## config.mk

```make
export PLATFORM = sky130hd
export DESIGN_NAME = csc_top
export DESIGN_NICKNAME = d
export VERILOG_FILES = /design/src/hw/csc_pkg.sv /design/src/hw/csc_trig_sync.sv /design/src/hw/csc_chan_map.sv /design/src/hw/csc_top.sv
export VERILOG_INCLUDE_DIRS = /design/src /design/src/hw
export SDC_FILE = /design/constraint.sdc
export NUM_CORES = 1
export LEC_CHECK = 0
export BUFFER_PORTS_ARGS = -buffer_cell sky130_fd_sc_hd__buf_2
export CAP_MARGIN = 15
export CORE_AREA = 2 2 72 74
export DETAILED_ROUTE_END_ITERATION = 7
export DIE_AREA = 0 0 74 76
export HOLD_SLACK_MARGIN = 0.03
export PLACE_DENSITY = 0.74
export SYNTH_ARGS = -nofsm -noshare
export SYNTH_HDL_FRONTEND = slang
export SYNTH_SLANG_ARGS = --single-unit
```

## constraint.sdc

```tcl
create_clock -name CLOCK_I -period 2.7 [get_ports CLOCK_I]
set_clock_uncertainty 0.2 [all_clocks]
set_input_delay 0.27 -clock CLOCK_I [delete_from_list [all_inputs] [get_ports CLOCK_I]]
set_output_delay 0.27 -clock CLOCK_I [all_outputs]
set_load 0.02 [all_outputs]
```

## src/hw/csc_regs.svh

```systemverilog
// Purpose: Register offsets, field positions and reset values of the
//          conversion start control block.
// Assumes: Byte-wide register port, one register per byte offset.
// Notes:   Definitions only; included by the design files.
`ifndef CSC_REGS_SVH
`define CSC_REGS_SVH

// ----------------------------------------------------------------------
// Register offsets
// ----------------------------------------------------------------------
`define CSC_OFS_WRAP   8'h00
`define CSC_OFS_CFG    8'h01
`define CSC_OFS_CTL    8'h05
`define CSC_OFS_STAT   8'h06

// ----------------------------------------------------------------------
// Field positions
// ----------------------------------------------------------------------
`define CSC_CTL_SC     6
`define CSC_CTL_SCAN   5
`define CSC_CTL_MULTI_CHANNEL_MODE   4
`define CSC_CFG_ETRIG  4
`define CSC_STAT_SCF   7

// ----------------------------------------------------------------------
// Reset values and limits
// ----------------------------------------------------------------------
`define CSC_CTL_RST    7'h00
`define CSC_WRAP_RST   4'hf
`define CSC_CFG_RST    5'h00
`define CSC_LEN_MAX    3'h6
`define CSC_LAST_EXT   4'h5

`endif

```

## src/hw/csc_pkg.sv

```systemverilog
// Purpose: Types shared by the conversion start control design files.
// Assumes: Nothing beyond the register header.
// Notes:   The channel descriptor travels as one packed struct.
package csc_pkg;

  // ----------------------------------------------------------------------
  // Converter input source kinds
  // ----------------------------------------------------------------------
  typedef enum logic [2:0] {
    SRC_EXT  = 3'h0,
    SRC_INT  = 3'h1,
    SRC_VRH  = 3'h2,
    SRC_VRL  = 3'h3,
    SRC_MID  = 3'h4,
    SRC_RSVD = 3'h5
  } csc_src_e;

  // Channel descriptor handed to the analog front end.
  typedef struct packed {
    csc_src_e    src;
    logic [2:0]  idx;
  } csc_chan_s;

  // Sequencer states, Gray coded along idle, sample, convert, armed.
  typedef enum logic [1:0] {
    ST_IDLE    = 2'b00,
    ST_SAMPLE  = 2'b01,
    ST_CONVERT = 2'b11,
    ST_ARMED   = 2'b10
  } csc_state_e;

endpackage

```

## src/hw/csc_trig_sync.sv

```systemverilog
// Purpose: Synchronise the external trigger pin and detect its rise.
// Assumes: Trigger pin is asynchronous to CLOCK_I.
// Notes:   Rising edge gives a one-cycle pulse two edges later.
`timescale 1ns/1ns
module csc_trig_sync
  import csc_pkg::*;
(
  input  wire logic clk_i,
  input  wire logic rst_n_i,
  input  wire logic trig_i,
  output logic      rise_o
);

  logic meta_ff;
  logic sync_ff;
  logic prev_ff;

  // ----------------------------------------------------------------------
  // Two-stage synchroniser and edge history
  // ----------------------------------------------------------------------
  // Only sync_ff reads meta_ff, so metastability never reaches the edge.
  always_ff @(posedge clk_i or negedge rst_n_i) begin
    if (!rst_n_i) begin
      meta_ff <= 1'b0;
      sync_ff <= 1'b0;
      prev_ff <= 1'b0;
    end else begin
      meta_ff <= trig_i;
      sync_ff <= meta_ff;
      prev_ff <= sync_ff;
    end
  end

  // Rise is a clean level compare of two synchronised stages.
  assign rise_o = sync_ff & ~prev_ff;

endmodule

```

## src/hw/csc_chan_map.sv

```systemverilog
// Purpose: Decode special enable and select code into a channel.
// Assumes: Purely combinational; the caller registers the result.
// Notes:   Reserved special codes decode to SRC_RSVD.
`timescale 1ns/1ns
`include "csc_regs.svh"
module csc_chan_map
  import csc_pkg::*;
(
  input  wire logic       sc_i,
  input  wire logic [3:0] code_i,
  output csc_chan_s       chan_o
);

  // ----------------------------------------------------------------------
  // Code decode
  // ----------------------------------------------------------------------
  // External codes above the last input all land on the last input.
  always_comb begin
    chan_o = '{src: SRC_RSVD, idx: 3'h0};
    if (!sc_i) begin
      chan_o.src = SRC_EXT;
      chan_o.idx = (code_i > `CSC_LAST_EXT) ? 3'h5 : code_i[2:0];
    end else begin
      unique case (code_i)
        4'h0:    chan_o = '{src: SRC_INT, idx: 3'h6};
        4'h1:    chan_o = '{src: SRC_INT, idx: 3'h7};
        4'h2:    chan_o = '{src: SRC_INT, idx: 3'h0};
        4'h3:    chan_o = '{src: SRC_INT, idx: 3'h1};
        4'h4:    chan_o = '{src: SRC_VRH, idx: 3'h0};
        4'h5:    chan_o = '{src: SRC_VRL, idx: 3'h0};
        4'h6:    chan_o = '{src: SRC_MID, idx: 3'h0};
        4'h8:    chan_o = '{src: SRC_INT, idx: 3'h2};
        4'h9:    chan_o = '{src: SRC_INT, idx: 3'h3};
        4'ha:    chan_o = '{src: SRC_INT, idx: 3'h4};
        4'hb:    chan_o = '{src: SRC_INT, idx: 3'h5};
        default: chan_o = '{src: SRC_RSVD, idx: 3'h0};
      endcase
    end
  end

endmodule

```

## src/hw/csc_top.sv

```systemverilog
// Purpose: Start and channel select sequencer for an A/D converter.
// Assumes: Byte register port on CLOCK_I; converter done pulse on CLOCK_I.
// Notes:   Trigger pin is synchronised; channel output is registered.
//
// Function
// - Each control write aborts the running sequence and starts anew.
// - With trigger enabled a control write arms, then each trigger starts.
// - A start is the cycle the sample phase begins, from write or trigger.
// - Bit 6 makes the select code address internal special channels.
// - Bit 5 chooses one sequence or back-to-back sequences.
// - With trigger enabled the repeat bit is ignored.
// - With bit 4 clear every conversion uses the selected channel.
// - With bit 4 set, channels increment from the code for the length.
// - After the wrap-point channel the next channel is input 0.
// - Starting above the wrap point, the first wrap is input 5 to 0.
// - External codes 0 to 4 select inputs 0 to 4, higher codes input 5.
// - Special codes map to internals, references and their midpoint.
// - Length codes 1 to 5 give that many conversions, others give six.
// - A control write clears the sequence complete flag unless a sequence ends in that cycle.
`timescale 1ns/1ns
`include "csc_regs.svh"
module csc_top
  import csc_pkg::*;
(
  input  wire logic       CLOCK_I,
  input  wire logic       RST_N_I,
  input  wire logic [7:0] REG_ADDR_I,
  input  wire logic [7:0] REG_WDATA_I,
  input  wire logic       REG_WR_I,
  input  wire logic       REG_RD_I,
  output logic      [7:0] REG_RDATA_O,
  input  wire logic       EXT_TRIG_I,
  input  wire logic       CONV_DONE_I,
  output logic            SAMPLE_START_O,
  output csc_chan_s       CHAN_O,
  output logic            SEQ_BUSY_O,
  output logic            SEQ_DONE_O
);

  // ----------------------------------------------------------------------
  // Functions
  // ----------------------------------------------------------------------
  // Conversions per sequence from the length code.
  function automatic logic [2:0] len_decode(input logic [3:0] code);
    logic [2:0] len;
    len = `CSC_LEN_MAX;
    if (code != 4'h0 && code < 4'h6) begin
      len = code[2:0];
    end
    return len;
  endfunction

  // Next channel code of a multi-channel sequence.
  function automatic logic [3:0] advance(input logic [3:0] cur,
                                         input logic [3:0] wrap,
                                         input logic       sc);
    logic [3:0] nxt;
    nxt = cur + 4'h1;
    if (cur == wrap) begin
      nxt = 4'h0;
    end else if (!sc && cur >= `CSC_LAST_EXT) begin
      nxt = 4'h0;
    end
    return nxt;
  endfunction

  // ----------------------------------------------------------------------
  // Registers and wires
  // ----------------------------------------------------------------------
  logic       [6:0] ctl_ff;
  logic       [3:0] wrap_ff;
  logic       [4:0] cfg_ff;
  logic             scf_ff;
  logic       [7:0] rdata_ff;
  logic       [3:0] code_ff;
  logic       [2:0] cnt_ff;
  csc_state_e       state_ff;
  csc_chan_s        chan_ff;
  csc_state_e       nxt_state;
  logic       [3:0] nxt_code;
  logic       [2:0] nxt_cnt;
  logic             nxt_scf;
  logic       [7:0] nxt_rdata;
  logic       [6:0] nxt_ctl;
  csc_chan_s        nxt_chan;
  logic             trig_rise;

  // ----------------------------------------------------------------------
  // Address decode and mode selection
  // ----------------------------------------------------------------------
  wire        wr_ctl    = REG_WR_I && (REG_ADDR_I == `CSC_OFS_CTL);
  wire        wr_cfg    = REG_WR_I && (REG_ADDR_I == `CSC_OFS_CFG);
  wire        wr_wrap   = REG_WR_I && (REG_ADDR_I == `CSC_OFS_WRAP);
  wire        wr_stat   = REG_WR_I && (REG_ADDR_I == `CSC_OFS_STAT);
  wire        ext_en    = cfg_ff[`CSC_CFG_ETRIG];
  wire        scan_eff  = ctl_ff[`CSC_CTL_SCAN] && !ext_en;
  wire        multi_channel_mode      = ctl_ff[`CSC_CTL_MULTI_CHANNEL_MODE];
  wire        sc        = ctl_ff[`CSC_CTL_SC];
  wire  [3:0] start_code = ctl_ff[3:0];
  wire  [2:0] seq_len   = len_decode(cfg_ff[3:0]);
  wire        conv_evt  = (state_ff == ST_CONVERT) && CONV_DONE_I;
  wire        last_conv = conv_evt && (cnt_ff == seq_len - 3'h1);
  // Multi mode steps the code; single mode holds the selected channel.
  wire  [3:0] step_code = multi_channel_mode ? advance(code_ff, wrap_ff, sc)
                               : start_code;
  wire        scf_clr   = wr_ctl || (wr_stat && REG_WDATA_I[`CSC_STAT_SCF]);

  // ----------------------------------------------------------------------
  // Trigger input
  // ----------------------------------------------------------------------
  csc_trig_sync u_trig (
    .clk_i   (CLOCK_I),
    .rst_n_i (RST_N_I),
    .trig_i  (EXT_TRIG_I),
    .rise_o  (trig_rise)
  );

  // ----------------------------------------------------------------------
  // Sequencer next state
  // ----------------------------------------------------------------------
  // A control write takes priority over every state, code and count update,
  // but a last conversion in the same cycle still sets the complete flag.
  always_comb begin
    nxt_state = state_ff;
    nxt_code  = code_ff;
    nxt_cnt   = cnt_ff;
    if (wr_ctl) begin
      nxt_cnt   = 3'h0;
      nxt_code  = REG_WDATA_I[3:0];
      nxt_state = ext_en ? ST_ARMED : ST_SAMPLE;
    end else if (wr_cfg || wr_wrap) begin
      nxt_cnt   = 3'h0;
      nxt_code  = start_code;
      nxt_state = ST_IDLE;
    end else begin
      unique case (state_ff)
        ST_IDLE: begin
          nxt_state = ST_IDLE;
        end
        ST_ARMED: begin
          if (trig_rise) begin
            nxt_state = ST_SAMPLE;
          end
        end
        ST_SAMPLE: begin
          nxt_state = ST_CONVERT;
        end
        ST_CONVERT: begin
          if (last_conv) begin
            nxt_cnt  = 3'h0;
            nxt_code = start_code;
            if (ext_en) begin
              nxt_state = ST_ARMED;
            end else if (scan_eff) begin
              nxt_state = ST_SAMPLE;
            end else begin
              nxt_state = ST_IDLE;
            end
          end else if (conv_evt) begin
            nxt_cnt   = cnt_ff + 3'h1;
            nxt_code  = step_code;
            nxt_state = ST_SAMPLE;
          end
        end
      endcase
    end
  end

  // Completion sets the flag and wins over any clear in the same cycle.
  assign nxt_scf = last_conv || (scf_ff && !scf_clr);
  assign nxt_ctl = wr_ctl ? REG_WDATA_I[6:0] : ctl_ff;

  // ----------------------------------------------------------------------
  // Channel descriptor
  // ----------------------------------------------------------------------
  // Decoded from next values so the channel is valid with the sample start.
  csc_chan_map u_map (
    .sc_i   (nxt_ctl[`CSC_CTL_SC]),
    .code_i (nxt_code),
    .chan_o (nxt_chan)
  );

  // ----------------------------------------------------------------------
  // Read multiplexer
  // ----------------------------------------------------------------------
  // Unmapped offsets and idle cycles read as zero.
  always_comb begin
    nxt_rdata = 8'h00;
    if (REG_RD_I) begin
      unique case (REG_ADDR_I)
        `CSC_OFS_CTL:  nxt_rdata = {1'b0, ctl_ff};
        `CSC_OFS_CFG:  nxt_rdata = {3'h0, cfg_ff};
        `CSC_OFS_WRAP: nxt_rdata = {4'h0, wrap_ff};
        `CSC_OFS_STAT: nxt_rdata = {scf_ff, SEQ_BUSY_O, 2'h0, 1'b0, cnt_ff};
        default:       nxt_rdata = 8'h00;
      endcase
    end
  end

  // ----------------------------------------------------------------------
  // Register file
  // ----------------------------------------------------------------------
  always_ff @(posedge CLOCK_I or negedge RST_N_I) begin
    if (!RST_N_I) begin
      ctl_ff   <= `CSC_CTL_RST;
      cfg_ff   <= `CSC_CFG_RST;
      wrap_ff  <= `CSC_WRAP_RST;
      rdata_ff <= 8'h00;
    end else begin
      ctl_ff   <= nxt_ctl;
      cfg_ff   <= wr_cfg ? REG_WDATA_I[4:0] : cfg_ff;
      wrap_ff  <= wr_wrap ? REG_WDATA_I[3:0] : wrap_ff;
      rdata_ff <= nxt_rdata;
    end
  end

  // ----------------------------------------------------------------------
  // Sequencer state
  // ----------------------------------------------------------------------
  always_ff @(posedge CLOCK_I or negedge RST_N_I) begin
    if (!RST_N_I) begin
      state_ff <= ST_IDLE;
      code_ff  <= 4'h0;
      cnt_ff   <= 3'h0;
      scf_ff   <= 1'b0;
      chan_ff  <= '{src: SRC_EXT, idx: 3'h0};
    end else begin
      state_ff <= nxt_state;
      code_ff  <= nxt_code;
      cnt_ff   <= nxt_cnt;
      scf_ff   <= nxt_scf;
      chan_ff  <= nxt_chan;
    end
  end

  // ----------------------------------------------------------------------
  // Outputs
  // ----------------------------------------------------------------------
  assign SAMPLE_START_O = (state_ff == ST_SAMPLE);
  assign SEQ_BUSY_O     = (state_ff == ST_SAMPLE) ||
                          (state_ff == ST_CONVERT);
  assign SEQ_DONE_O     = scf_ff;
  assign CHAN_O         = chan_ff;
  assign REG_RDATA_O    = rdata_ff;
endmodule

```

* After elaboration in Yosys (flattened, before gate mapping)
Memory sizes are Yosys's and may differ from the RTL's.
Index checks and enable logic that the tools add are counted.
** Word-level totals
- Register bits after elaboration :: 43
- Bits in latches :: 0
- Memory bits (writable) :: 0
- Memory bits (read-only) :: 96
- Bits of input ports :: 22
- Output and inout port bits :: 17
- Memories :: 1
** Cells by class
- $add $sub $neg :: 3
- Multiply operators :: 0
- Div/mod/pow operators :: 0
- Magnitude comparators :: 3
- Equality and inequality tests :: 10
- Shift operators :: 0
- Mux-type cells :: 28
- Bitwise gates (word level) :: 2
- Reduce and logical (&&, ||, !) cells :: 25
** Memory list
- (name not given) :: words 16, width 6, rd ports 1, clocked after memory_dff 0, write ports 0, line csc_chan_map.sv:24 : unique case (code_i)
** Operator list (number)
- 4-bit two-way mux :: 8
- 8-bit case mux with 4 select lines :: 1
- 3-bit two-way mux :: 7
- 8-bit by 3-bit equality test with 1-bit output (second input constant) :: 2
- 2-bit two-way mux :: 7
- 1-bit logical AND :: 11
- 8-bit by 1-bit equality test with 1-bit output (second input constant) :: 1
- 8-bit zero test :: 1
- 8-bit two-way mux :: 1
- 2-bit case mux with 4 select lines :: 1
- 4-bit nonzero test :: 2
- 7-bit two-way mux :: 1
- 6-bit two-way mux :: 1
- 5-bit by 4-bit inequality test with 1-bit output (second input constant) :: 1
- 4-bit by 1-bit adder with 4-bit output (second input constant) :: 1
- 2-bit equality test (second input constant) :: 2
- 4-bit equality test :: 1
- 4-bit by 3-bit >= comparator with 1-bit output (second input constant) :: 1
- 4-bit by 3-bit greater-than comparator with 1-bit output (second input constant) :: 1
- 1-bit logical OR :: 4
- 4-bit by 3-bit less-than comparator with 1-bit output (second input constant) :: 1
- 4-bit inequality test (second input constant) :: 1
- 2-bit AND reduction :: 2
- 3-bit by 1-bit adder with 3-bit output (second input constant) :: 1
- 9 further kinds :: 11

* Depth between registers and ports, before layout
- Depth after elaboration :: 13
- Depth in mapped cells :: 10
- Mapped depth without buffers :: 10

* Cells and area by module
Synthesis repeated with hierarchy kept, for this count alone.
** Unflattened totals
- Cell total of the unflattened synthesis :: 247
- Area, all modules :: 2441.1 um^2
** Modules (own cells, without submodules)
- csc_top :: times used 1, cells each 228, area each 2254.7 um^2, seq. area each 1006.0 um^2
- csc_chan_map :: times used 1, cells each 15, area each 97.6 um^2, seq. area each 0.0 um^2
- csc_trig_sync :: times used 1, cells each 4, area each 88.8 um^2, seq. area each 75.1 um^2

* Least setup slack after synthesis
No wires, ideal clock.
- Path kind :: reg-to-reg
- Start point :: register cfg_ff[2]
- End point :: register chan_ff, in the netlist CHAN_O[0]
- Data arrival time :: 2509 ps
- Data required time :: 2374 ps
- Setup slack :: -136 ps
- Cell stages (with the launch flop) :: 11
- Buffers on the path :: 0
- Clock period less this slack :: 2836 ps
- Cell sequence :: dfrtp_1 > nand2_1 > nand3_1 > ha_1 > xnor2_1 > or4_1 > o2111ai_2 > a21boi_0 > o311ai_2 > nand2_1 > a311o_1
** RTL lines
- start, declared :: line csc_top.sv:72 : logic [4:0] cfg_ff;
- start signal, assigned :: line csc_top.sv:206 : cfg_ff <= `CSC_CFG_RST;
- start signal, assigned :: line csc_top.sv:211 : cfg_ff <= wr_cfg ? REG_WDATA_I[4:0] : cfg_ff;
- end signal, assigned :: line csc_top.sv:226 : chan_ff <= '{src: SRC_EXT, idx: 3'h0};
- end signal, assigned :: line csc_top.sv:232 : chan_ff <= nxt_chan;
- end, declared :: line csc_top.sv:78 : csc_chan_s chan_ff;

==> results by group <==
CTS
  • Worst-case clock buffer depth: 2
  • Clk Latency, worst-skew pair: 290 ps
  • Clock transition at path regs: 80 ps
  • H-tree depth reported by CTS: 2
  • Num Clock Sinks: 43
  • CTS tree: yes
  • Number of buffers added by the clock tree synthesis step: 5
  • CTS Root Cell: sky130_fd_sc_hd__clkbuf_8

Power
  • Part of the power in registers: 37.1%
  • Portion of total power attributed to the clock network: 16.5%
  • Peak VDD IR: 0.0004973 V
  • Leakage power summed over all cells: 1.501 nW
  • Pint: 1.448 mW
  • Total net switching power: 0.8892 mW
  • Part of the total power dissipated in combinational logic: 46.4%
  • Switching fraction of total power: 38.04%
  • P per Cell Area: 738.1 nW/µm²
  • Pwr Total: 2.338 mW

Floorplanning
  • Initial Util: 48.47%
  • Total core area: 4912 µm²
  • Die span in y: 76 µm
  • Width of the die: 74 µm
  • DIE AREA: 5624 µm²
  • # rows: 26
  • I/O pins: 39

Drt
  • Number of nets with antenna violations after detailed routing: 0
  • Initial detailed-routing violation count: 109
  • Residual DRC count: 0
  • Number of detailed-route iterations in the first pass: 5
  • Drt total wl: 6.687 mm
  • Via total after detailed routing: 2213
  • Via density per instance: 5.763
  • DR WL/cell: 17.41 µm

Global route
  • Number of global-route vias before repair: 2244
  • Maximum number of pins on one net before global-route repair: 44
  • Wire length of the first global-routing pass: 10.81 mm
  • Global router's overall resource usage: 24.86%
  • Initial antenna violation count: 0
  • Total global routing overflow: 0

Worst setup path
  • Worst path required time: 2680 ps
  • Arrival @ worst endpoint: 2760 ps
  • Kind of critical path: reg -> reg
  • Setup crit start kind: flop
  • Crit end category: flop
  • Max Fanout on Critical Path: 6

Placed design
  • Worst-case setup slack after placement: -94.51 ps
  • Half-perimeter wire length of the detailed placement result: 4.873 mm
  • Buffers added on ports: 38
  • GP Congestion: 0.9060

Run status
  • Failing checks: setup timing
  • Run status: finished, violations left

STA
  • Smallest setup slack after layout: -80.61 ps
  • Transition at the pin with the smallest max-transition slack: 925.1 ps
  • Tmin final: 2781 ps
  • Max Fclk: 359.6 MHz
  • Hold Vio Cnt, Final: 0
  • Final cycle utilization of the critical path: 103.0%
  • Final number of setup-violating endpoints: 2
  • Worst Hold Margin: 51.33 ps
  • RSZ-0062 raised after global routing: true
  • Number of max-slew violations in the final report: 0
  • Headroom to the max-slew limit: 38.33%

Synth
  • Share of synthesized area occupied by flip-flops and latches: 45.40%
  • Post-synth EDFFs: 0
  • Number of storage elements in the synthesis netlist: 43
  • Share of flip-flops with an asynchronous set or reset after synthesis: 100.0%
  • Number of unique standard cell types used by synthesis: 58
  • Most frequently used flop master after synthesis: sky130_fd_sc_hd__dfrtp_1
  • Post-Syn Area per Cell: 10.18 µm²
  • Cell area after synthesis: 2381 µm²
  • Post-Syn Instances: 234
  • Synthesis warning total: 0
  • Synth Net Count: 261

Final layout
  • Final net count: 340
  • Diode count: 0
  • Sequential standard cell area: 1081 µm²
  • Share of cells above drive strength 1: 42.04%
  • Area taken by multi-input logic gates: 1353 µm²
  • Layout-stage area growth over the synthesis result: 33.00%
  • Total of fill cells in the finished design: 398

Min path
  • Worst hold path class: in -> reg

Job
  • Total of max-cap violations: 0
cells in the mapped netlist, types with 2 or more instances:
cell	n	area [µm²]
sky130_fd_sc_hd__clkbuf_1	6	22.52
sky130_fd_sc_hd__and2_1	4	25.02
sky130_fd_sc_hd__ha_1	5	62.56
sky130_fd_sc_hd__a211o_1	5	43.79
sky130_fd_sc_hd__nand4_1	3	18.77
sky130_fd_sc_hd__o21bai_1	2	15.01
sky130_fd_sc_hd__inv_1	9	33.78
sky130_fd_sc_hd__a21oi_1	8	40.04
sky130_fd_sc_hd__nand3_1	6	30.03
sky130_fd_sc_hd__dfstp_2	4	105.1
sky130_fd_sc_hd__a31oi_1	3	18.77
sky130_fd_sc_hd__a21boi_0	2	15.01
sky130_fd_sc_hd__nor3_1	8	40.04
sky130_fd_sc_hd__nor4_1	2	12.51
sky130_fd_sc_hd__xnor2_1	4	35.03
sky130_fd_sc_hd__xor2_1	4	35.03
sky130_fd_sc_hd__mux2i_1	2	20.02
sky130_fd_sc_hd__or4_1	2	15.01
sky130_fd_sc_hd__nor3_2	2	20.02
sky130_fd_sc_hd__nand2_1	23	86.33
sky130_fd_sc_hd__and3_1	5	31.28
sky130_fd_sc_hd__nor2_1	23	86.33
sky130_fd_sc_hd__o21ai_0	6	30.03
sky130_fd_sc_hd__nor3b_1	3	22.52
sky130_fd_sc_hd__nor2b_1	3	18.77
sky130_fd_sc_hd__a22oi_1	3	22.52
sky130_fd_sc_hd__mux2_2	16	180.2
sky130_fd_sc_hd__dfrtp_1	39	975.9
sky130_fd_sc_hd__a222oi_1	3	30.03
critical path: stages, from the launching register on:
cell and delay, ps:
sky130_fd_sc_hd__dfrtp_1 410, sky130_fd_sc_hd__nor2_1 150, sky130_fd_sc_hd__nor3_2 60, sky130_fd_sc_hd__ha_2 200
sky130_fd_sc_hd__xnor2_2 140, sky130_fd_sc_hd__or4_4 450, sky130_fd_sc_hd__o2111ai_4 130, sky130_fd_sc_hd__buf_6 150
sky130_fd_sc_hd__nand2_2 40, sky130_fd_sc_hd__o31a_1 360, sky130_fd_sc_hd__a211o_1 260, sky130_fd_sc_hd__o311a_1 100
cell type report:
| type | count | area share [%] |
|---|---|---|
| inverter | 10 | 1.185 |
| timing repair buffer | 80 | 16.63 |
| tap | 70 | 2.766 |
| sequential | 43 | 34.14 |
| multi-input combinational | 173 | 42.71 |
| clock inverter | 1 | 0.1580 |
| clock buffer | 7 | 2.410 |
logic make-up (layout without fill, tap and decap cells):
group	Yosys count	in the layout	synth area share, %
simple gates	92	92	20.34
buf+inv	18	98	3.205
mux	18	18	8.408
flops	43	43	45.40
compound gates	50	50	17.08
xor+xnor	8	8	2.942
fa+ha+maj	5	5	2.627
power groups by stage:
stage | logic (mW) | registers, mW | clock network [mW]
after floorplan | 0.544 | 0.883 | 0
after global placement | 0.881 | 0.873 | 0
after detailed placement | 0.907 | 0.874 | 0
after CTS | 0.977 | 0.864 | 0.396
after global routing | 1.17 | 0.886 | 0.421
final | 1.08 | 0.868 | 0.385
final timing paths:
path / from / end / slack, ps / depth (start not counted)
min reg2reg: u_trig.meta_ff / u_trig.sync_ff / 170 / 0
min in group asynchronous: RST_N_I / REG_RDATA_O[2] / 450 / 2
min: REG_RD_I / REG_RDATA_O[5] / 50 / 2
max in group asynchronous: RST_N_I / CHAN_O[0] / 1270 / 2
max reg2reg: cfg_ff[0] / CHAN_O[2] / -80 / 11
max: cfg_ff[0] / CHAN_O[2] / -80 / 11
sequential cells by signal, indices dropped and copies added, names as in the netlist:
signal          count
REG_RDATA_O         8
ctl_ff              7
CHAN_O              6
cfg_ff              5
code_ff             4
wrap_ff             4
cnt_ff              3
state_ff            2
SEQ_DONE_O          1
u_trig.meta_ff      1
u_trig.prev_ff      1
u_trig.sync_ff      1
layout by cell type, fill, tap and decap left out, types with 3 or more instances in the layout:
master,netlist,final
sky130_fd_sc_hd__nor2_1,23,21
sky130_fd_sc_hd__o21ai_0,6,6
sky130_fd_sc_hd__ha_1,5,4
sky130_fd_sc_hd__nor3_2,2,3
sky130_fd_sc_hd__dfrtp_1,39,39
sky130_fd_sc_hd__dlygate4sd3_1,0,4
sky130_fd_sc_hd__nand2_2,0,3
sky130_fd_sc_hd__nand3_1,6,5
sky130_fd_sc_hd__a21oi_1,8,8
sky130_fd_sc_hd__clkbuf_8,0,5
sky130_fd_sc_hd__mux2_2,16,16
sky130_fd_sc_hd__and2_1,4,4
sky130_fd_sc_hd__xnor2_1,4,3
sky130_fd_sc_hd__buf_4,0,35
sky130_fd_sc_hd__a222oi_1,3,3
sky130_fd_sc_hd__buf_2,1,38
sky130_fd_sc_hd__a22oi_1,3,3
sky130_fd_sc_hd__nor3_1,8,6
sky130_fd_sc_hd__xor2_1,4,4
sky130_fd_sc_hd__inv_1,9,8
sky130_fd_sc_hd__buf_6,1,3
sky130_fd_sc_hd__a211o_1,5,5
sky130_fd_sc_hd__nand2_1,23,19
sky130_fd_sc_hd__and3_1,5,5
sky130_fd_sc_hd__nor2b_1,3,3
sky130_fd_sc_hd__nor3b_1,3,3
sky130_fd_sc_hd__nand4_1,3,3
sky130_fd_sc_hd__dfstp_2,4,4
per-stage QoR:
stage | TNS (ps) | instance area, µm² | cells | util [%]
2_1_floorplan | 0 | 2402 | 234 | -
3_3_place_gp | -41.69 | 2851 | 362 | 58.05
3_5_place_dp | -231.1 | 2851 | 362 | 58.05
4_1_cts | -2.355 | 3049 | 378 | 62.07
5_1_grt | -621.1 | 3167 | 384 | 64.47
6_report | -150.1 | 3167 | 384 | 64.47
layer usage:
metal  vias up  wire, µm  global-route usage (%)
met1      1088      2800                   32.99
met5         -         0                       0
met3        20       420                   5.688
li1       1020         -                       -
met2        85      3230                   38.39
met4         0       235                   11.09
timing repair:
action | CTS | global route
cloned | 0 | 0
pin swaps | 7 | 8
endpoints found under the hold margin | 43 | 0
endpoints found under the setup margin | 6 | 6
setup buffers | 4 | 6
resized for setup | 11 | 15
hold buffers | 4 | 0
Note: power is estimated with default switching activity, not from simulation.
